==> src/core/slot_map_pkg.sv <==
// Package: register map, field layout and codes of the receive slot mapper
package slot_map_pkg;
  localparam logic [7:0] CH6_OFFSET   = 8'h2d;
  localparam logic [7:0] CH7_OFFSET   = 8'h2e;
  localparam logic [7:0] CH6_RESET    = 8'h05;
  localparam logic [7:0] CH7_RESET    = 8'h06;
  localparam int         SRC_HI       = 6;
  localparam int         SRC_LO       = 5;
  localparam int         SLOT_HI      = 4;
  localparam int         SLOT_LO      = 0;
  localparam int         RSVD_BIT     = 7;
  localparam int         SLOT_W       = 5;
  localparam int         HALF_BIT     = 4;
  localparam int         NUM_CH       = 2;
  localparam logic [1:0] SRC_OFF      = 2'h0;
  localparam logic [1:0] SRC_PLAY     = 2'h1;
  localparam logic [1:0] SRC_LOOP     = 2'h2;
  localparam logic [1:0] SRC_CHAIN    = 2'h3;
  localparam logic [7:0] READ_UNMAPPED = 8'h00;
  // Channel tags carried with each buffered word
  localparam logic [1:0] CHAN_SIX     = 2'h0;
  localparam logic [1:0] CHAN_SEVEN   = 2'h1;
  // Fill levels of the two-entry buffer
  localparam logic [1:0] BUF_EMPTY    = 2'h0;
  localparam logic [1:0] BUF_FULL     = 2'h2;
  // Framing modes of the serial port
  typedef enum logic [1:0] {
    FMT_TDM = 2'h0,
    FMT_I2S = 2'h1,
    FMT_LJ  = 2'h2
  } frame_type;
endpackage

==> src/core/slot_map.sv <==
// Receive slot mapper for secondary port channels six and seven
`timescale 1ns/10ps
`default_nettype none
module slot_map #(
  parameter int DATA_W = 32
) (
  input  wire logic              CLK_SYS,
  input  wire logic              RST,
  input  wire logic              REG_WR,
  input  wire logic              REG_RD,
  input  wire logic [7:0]        REG_ADDR,
  input  wire logic [7:0]        REG_WDATA,
  output var  logic [7:0]        REG_RDATA,
  input  wire logic [1:0]        FRAME_FMT,
  input  wire logic              IN_VALID,
  input  wire logic              IN_RIGHT,
  input  wire logic [4:0]        IN_SLOT,
  input  wire logic [DATA_W-1:0] IN_DATA,
  output var  logic              IN_READY,
  output var  logic              OUT_VALID,
  output var  logic [1:0]        OUT_CHAN,
  output var  logic [1:0]        OUT_DEST,
  output var  logic [DATA_W-1:0] OUT_DATA,
  input  wire logic              OUT_READY
);
  // Per channel configuration: [0] is channel six, [1] channel seven
  logic [7:0] cfg [slot_map_pkg::NUM_CH];
  logic [7:0] next_cfg [slot_map_pkg::NUM_CH];
  logic [7:0] reg_rdata;
  logic [7:0] next_rdata;
  logic [slot_map_pkg::NUM_CH-1:0] hit;

  // Register writes; the reserved bit is never stored so it reads zero
  always_comb begin
    next_cfg = cfg;
    if (REG_WR && REG_ADDR == slot_map_pkg::CH6_OFFSET) begin
      next_cfg[0] = {1'b0, REG_WDATA[slot_map_pkg::RSVD_BIT-1:0]};
    end
    if (REG_WR && REG_ADDR == slot_map_pkg::CH7_OFFSET) begin
      next_cfg[1] = {1'b0, REG_WDATA[slot_map_pkg::RSVD_BIT-1:0]};
    end
  end

  always_ff @(posedge CLK_SYS or posedge RST) begin
    if (RST) begin
      cfg[0] <= slot_map_pkg::CH6_RESET;
      cfg[1] <= slot_map_pkg::CH7_RESET;
    end else begin
      cfg <= next_cfg;
    end
  end

  // Read data is registered; unmapped addresses read zero
  always_comb begin
    next_rdata = reg_rdata;
    if (REG_RD) begin
      unique case (REG_ADDR)
        slot_map_pkg::CH6_OFFSET: next_rdata = cfg[0];
        slot_map_pkg::CH7_OFFSET: next_rdata = cfg[1];
        default:                  next_rdata = slot_map_pkg::READ_UNMAPPED;
      endcase
    end
  end

  always_ff @(posedge CLK_SYS or posedge RST) begin
    if (RST) begin
      reg_rdata <= slot_map_pkg::READ_UNMAPPED;
    end else begin
      reg_rdata <= next_rdata;
    end
  end
  assign REG_RDATA = reg_rdata;

  // Slot match per channel: TDM uses all five bits, I2S/LJ splits halves
  generate
    for (genvar c = 0; c < slot_map_pkg::NUM_CH; c++) begin : g_match
      logic [4:0] sel;
      logic       src_on;
      assign sel    = cfg[c][slot_map_pkg::SLOT_HI:slot_map_pkg::SLOT_LO];
      assign src_on = cfg[c][slot_map_pkg::SRC_HI:slot_map_pkg::SRC_LO]
                      != slot_map_pkg::SRC_OFF;
      always_comb begin
        if (FRAME_FMT == slot_map_pkg::FMT_TDM) begin
          hit[c] = src_on && (IN_SLOT == sel);
        end else begin
          // Upper selector bit names the right half, low four the slot
          hit[c] = src_on && (IN_RIGHT == sel[slot_map_pkg::HALF_BIT])
                   && (IN_SLOT[slot_map_pkg::HALF_BIT-1:0]
                       == sel[slot_map_pkg::HALF_BIT-1:0]);
        end
      end
    end
  endgenerate

  // Two-entry skid buffer so a stalled receiver loses no word
  logic [DATA_W+3:0] buf_mem [2];
  logic [DATA_W+3:0] next_mem [2];
  logic              wr_ptr, rd_ptr, next_wr, next_rd;
  logic [1:0]        count, next_count;
  logic              push, pop;
  logic [DATA_W+3:0] word;
  logic              take;

  // Channel six wins if both selectors point at the same slot
  always_comb begin
    take = 1'b0;
    word = '0;
    if (hit[0]) begin
      take = 1'b1;
      // Destination code carries playback, loopback ADC2 or chain device one
      word = {slot_map_pkg::CHAN_SIX,
              cfg[0][slot_map_pkg::SRC_HI:slot_map_pkg::SRC_LO], IN_DATA};
    end else if (hit[1]) begin
      take = 1'b1;
      // Same codes for channel seven: ADC3 loopback or chain device two
      word = {slot_map_pkg::CHAN_SEVEN,
              cfg[1][slot_map_pkg::SRC_HI:slot_map_pkg::SRC_LO], IN_DATA};
    end
  end

  assign push = IN_VALID && IN_READY && take;
  assign pop  = OUT_VALID && OUT_READY;

  always_comb begin
    next_mem   = buf_mem;
    next_wr    = wr_ptr;
    next_rd    = rd_ptr;
    next_count = count;
    if (push) begin
      next_mem[wr_ptr] = word;
      next_wr          = ~wr_ptr;
    end
    if (pop) begin
      next_rd = ~rd_ptr;
    end
    next_count = count + {1'b0, push} - {1'b0, pop};
  end

  always_ff @(posedge CLK_SYS or posedge RST) begin
    if (RST) begin
      buf_mem[0] <= '0;
      buf_mem[1] <= '0;
      wr_ptr     <= 1'b0;
      rd_ptr     <= 1'b0;
      count      <= 2'h0;
    end else begin
      buf_mem <= next_mem;
      wr_ptr  <= next_wr;
      rd_ptr  <= next_rd;
      count   <= next_count;
    end
  end

  // Outputs registered from the buffer state; ready drops when full
  logic              out_valid_q, in_ready_q;
  logic [DATA_W+3:0] out_word_q;
  logic              next_out_valid, next_in_ready;
  logic [DATA_W+3:0] next_out_word;

  // Flags look at the next fill level so they never lag the buffer
  always_comb begin
    next_out_valid = next_count != slot_map_pkg::BUF_EMPTY;
    next_in_ready  = next_count != slot_map_pkg::BUF_FULL;
    next_out_word  = next_mem[next_rd];
  end

  always_ff @(posedge CLK_SYS or posedge RST) begin
    if (RST) begin
      out_valid_q <= 1'b0;
      in_ready_q  <= 1'b0;
      out_word_q  <= '0;
    end else begin
      out_valid_q <= next_out_valid;
      in_ready_q  <= next_in_ready;
      out_word_q  <= next_out_word;
    end
  end
  assign OUT_VALID = out_valid_q;
  assign IN_READY  = in_ready_q;
  assign OUT_CHAN  = out_word_q[DATA_W+3:DATA_W+2];
  assign OUT_DEST  = out_word_q[DATA_W+1:DATA_W];
  assign OUT_DATA  = out_word_q[DATA_W-1:0];
endmodule
`default_nettype wire

==> config.mk <==
export PLATFORM = sky130hd
export DESIGN_NAME = slot_map
export DESIGN_NICKNAME = d
export VERILOG_FILES = /design/src/core/slot_map_pkg.sv /design/src/core/slot_map.sv
export SDC_FILE = /design/constraint.sdc
export NUM_CORES = 1
export LEC_CHECK = 0
export BUFFER_PORTS_ARGS = -buffer_cell sky130_fd_sc_hd__buf_2
export CORE_UTILIZATION = 55
export DETAILED_ROUTE_END_ITERATION = 6
export GPL_TIMING_DRIVEN = 0
export MAX_ROUTING_LAYER = met4
export PLACE_DENSITY = 0.79
export SETUP_SLACK_MARGIN = 0.3
export SKIP_CTS_REPAIR_TIMING = 1
export SLEW_MARGIN = 20
export SYNTH_ARGS = -nofsm -noshare
export SYNTH_HDL_FRONTEND = slang
export SYNTH_SLANG_ARGS = --single-unit
==> constraint.sdc <==
create_clock -name CLK_SYS -period 11.45 [get_ports CLK_SYS]
set_input_delay 1.7175 -clock CLK_SYS [delete_from_list [all_inputs] [get_ports CLK_SYS]]
set_output_delay 1.7175 -clock CLK_SYS [all_outputs]
set_load 0.02 [all_outputs]
==> results.cfg <==
[sta]
fin_skew_ps = 9.031
whs_ps = 490.6
final.min_clock_period_ps = 3646
timing.fmax_ghz = 0.2743
setup_tns_ps = 0
setup_viol = 0
worstMarginPinSlew_ps = 634.5
period_share_pct = 31.84
slew-limit-headroom_pct = 57.25
hold_violations = 0
drv_slew = 0
rsz0062_at_grt = false

[final_layout]
fin_nets = 620
nFillCells = 711
fin_cells = 706
area_growth_pct = 23.87
diodes = 0
final_layout_size_suffix_gt1_share_pct = 50.35

[floorplan]
io_pins = 108
die_w_um = 105.2
rows = 37
core_area_um2 = 10320
die_y_um = 105.2
start_util_pct = 56.76
die_area_um2 = 11070

[job]
drv_cap = 0

[critical_path]
start_kind = input port
cp_data_required_time_ps = 11850
setup.worst_path.class = in2reg
crit_arrival_ps = 4040
cp_max_fo = 5
end_kind = register

[power_and_ir_drop]
power_density_nw_per_um2 = 229.7
p_leak_nw = 3.814
vdd_drop_max_uv = 209.8

[clocking]
cts-htree-levels = 4
cts_tree = built
clk_root_buffer_cell = clkbuf_8
cts_buffers = 17
path_clk_slew_ps = 60
cts_buffer_depth = 2
clk_latency_ps = 520
cts_sinks = 135

[synth]
synth_adder_area_share_pct = 0.2135
synth_mux_area_share_pct = 18.26
synth-simple-area-share_pct = 8.307
yosysSeqAreaShare_pct = 57.74
yosysUniqueCellTypes = 47
synth_compound_area_share_pct = 10.68
synthArstFlopShare_pct = 100.0
synth_edf_count = 0
ys_warn_count = 0
postSynthAreaPerCell_um2 = 13.56
netlist_area_um2 = 5859
ys.flop_type = dfrtp_1
synthesis.instances = 432
synth_xor_area_share_pct = 2.221
synth_top_family_by_area = multiplexers
synth_fp_nets = 495
synth_seq_cells = 135

[routing]
vias = 3985
ant_nets = 0
drc = 0
routed_wl_um = 12390
firstDrtPassIters = 4
routed_via_density = 5.644
wl_per_cell_um = 17.55
drtIter0Drc = 170

[global_routing]
grt_max_degree = 80
grt_pass1_wl_um = 20590
grt_pass1_vias = 4106
grt_use_total_pct = 24.92
grt-ovfl-total = 0
antenna_found_initial = 0

[placement]
dp_hpwl_um = 7833
dp_cells = 674
place_congestion = 0.7500
io_buffer_count = 105

[worst_hold_path]
hp-class = reg2reg

[outcome]
status = finished clean
## routing by layer
| layer | routed length (um) | global-route usage (%) | vias up | part of all wire, % |
|---|---|---|---|---|
| li1 | - | - | 1811 | - |
| met1 | 5442 | 31.31 | 2070 | 44 |
| met2 | 6408 | 40.51 | 92 | 52 |
| met3 | 419 | 6.246 | 12 | 3.4 |
| met4 | 120 | 6.740 | 0 | 0.97 |
| met5 | 0 | - | - | 0 |
## cell families after synthesis
kind of cell	after synthesis
other	1
buffers and inverters	26
flip-flops	135
XOR/XNOR	14
multiplexers	85
AND/OR/NAND/NOR	106
AO/OA/AOI/OAI	64
adder cells (fa/ha/maj)	1
## registers in the layout, indices dropped and copies added (netlist names)
register,count
wr_ptr,1
IN_READY,1
cfg,14
OUT_VALID,1
buf_mem,72
rd_ptr,1
out_word_q,36
count,2
REG_RDATA,7
## metrics by stage
stage	util, %	cell area, um2	power (mW)	setup slack, ps
after global routing	70.31	7258	1.744	7636
final	70.31	7258	1.668	7804
after detailed placement	63.83	6590	1.051	7325
after global placement	63.50	6555	1.036	4849
after CTS	70.31	7258	1.676	7822
after floorplan	-	5859	0.9238	6128
## synth_stat cells, drive strengths merged (2+ instances only)
cell type / instances / area, um2
or2: 2 / 12.51
a22oi: 7 / 52.55
and2: 3 / 21.27
o21ai: 3 / 15.01
nand2: 44 / 172.7
nand3: 5 / 25.02
clkbuf: 7 / 26.28
and3: 2 / 12.51
dfrtp: 131 / 3278
o221a: 33 / 371.6
nor3b: 3 / 32.53
a221o: 2 / 20.02
inv: 4 / 15.01
mux2: 85 / 1070
xnor2: 12 / 105.1
nor2: 41 / 161.4
dfstp: 4 / 105.1
buf: 15 / 106.4
xor2: 2 / 25.03
a2111oi: 3 / 45.04
or3: 2 / 22.52
a21oi: 8 / 43.79
## worst max-delay path, cell delays in order
cell      delay [ps]
buf_2            100
nor3b_1          430
o21ai_1          270
a211oi_2         350
a22o_2           270
xnor2_1           90
ha_1             190
xnor2_1          190
xnor2_1          140
or2_2            290
## final cells by class
type | count | area (um2) | area share (%)
Inverter | 4 | 22.52 | 0.3103
Clock inverter | 12 | 222.7 | 3.068
Multi-Input combinational cell | 271 | 2328 | 32.08
Buffer | 22 | 132.6 | 1.827
Tap cell | 136 | 170.2 | 2.344
Clock buffer | 20 | 445.4 | 6.137
Sequential cell | 135 | 3383 | 46.61
Timing Repair Buffer | 106 | 553.0 | 7.619
## layout by cell type (no fill, tap or decap), drive strengths merged, types with 3 or more instances in the layout
| master | netlist | routed |
|---|---|---|
| clkinv | 0 | 4 |
| a21oi | 8 | 8 |
| dfstp | 4 | 4 |
| nand3 | 5 | 5 |
| xnor2 | 12 | 12 |
| dfrtp | 131 | 131 |
| nor2 | 41 | 41 |
| bufinv | 0 | 6 |
| clkbuf | 7 | 27 |
| mux2 | 85 | 85 |
| and2 | 3 | 3 |
| buf | 15 | 121 |
| o221a | 33 | 33 |
| a2111oi | 3 | 3 |
| o21ai | 3 | 3 |
| nor3b | 3 | 3 |
| a22oi | 7 | 7 |
| inv | 4 | 4 |
| nand2 | 44 | 44 |
## power breakdown
group	switching (mW)	internal [mW]
clock network	0.206	0.409
registers	0.0258	0.549
logic	0.267	0.210
total	0.499	1.17
## worst paths after layout
kind                                    end  slack [ps]  cells after the start    startpoint
min in group asynchronous       buf_mem[25]        1210                      2           RST
worst min-delay path            buf_mem[71]         490                      1   buf_mem[71]
max in group asynchronous           cfg[10]        9520                      3           RST
worst max-delay path              OUT_VALID        7800                     10  FRAME_FMT[1]
worst min register to register  buf_mem[71]         490                      1   buf_mem[71]
worst max register to register    OUT_VALID        8900                      9       cfg[10]
(Power assumes the default switching activity.)
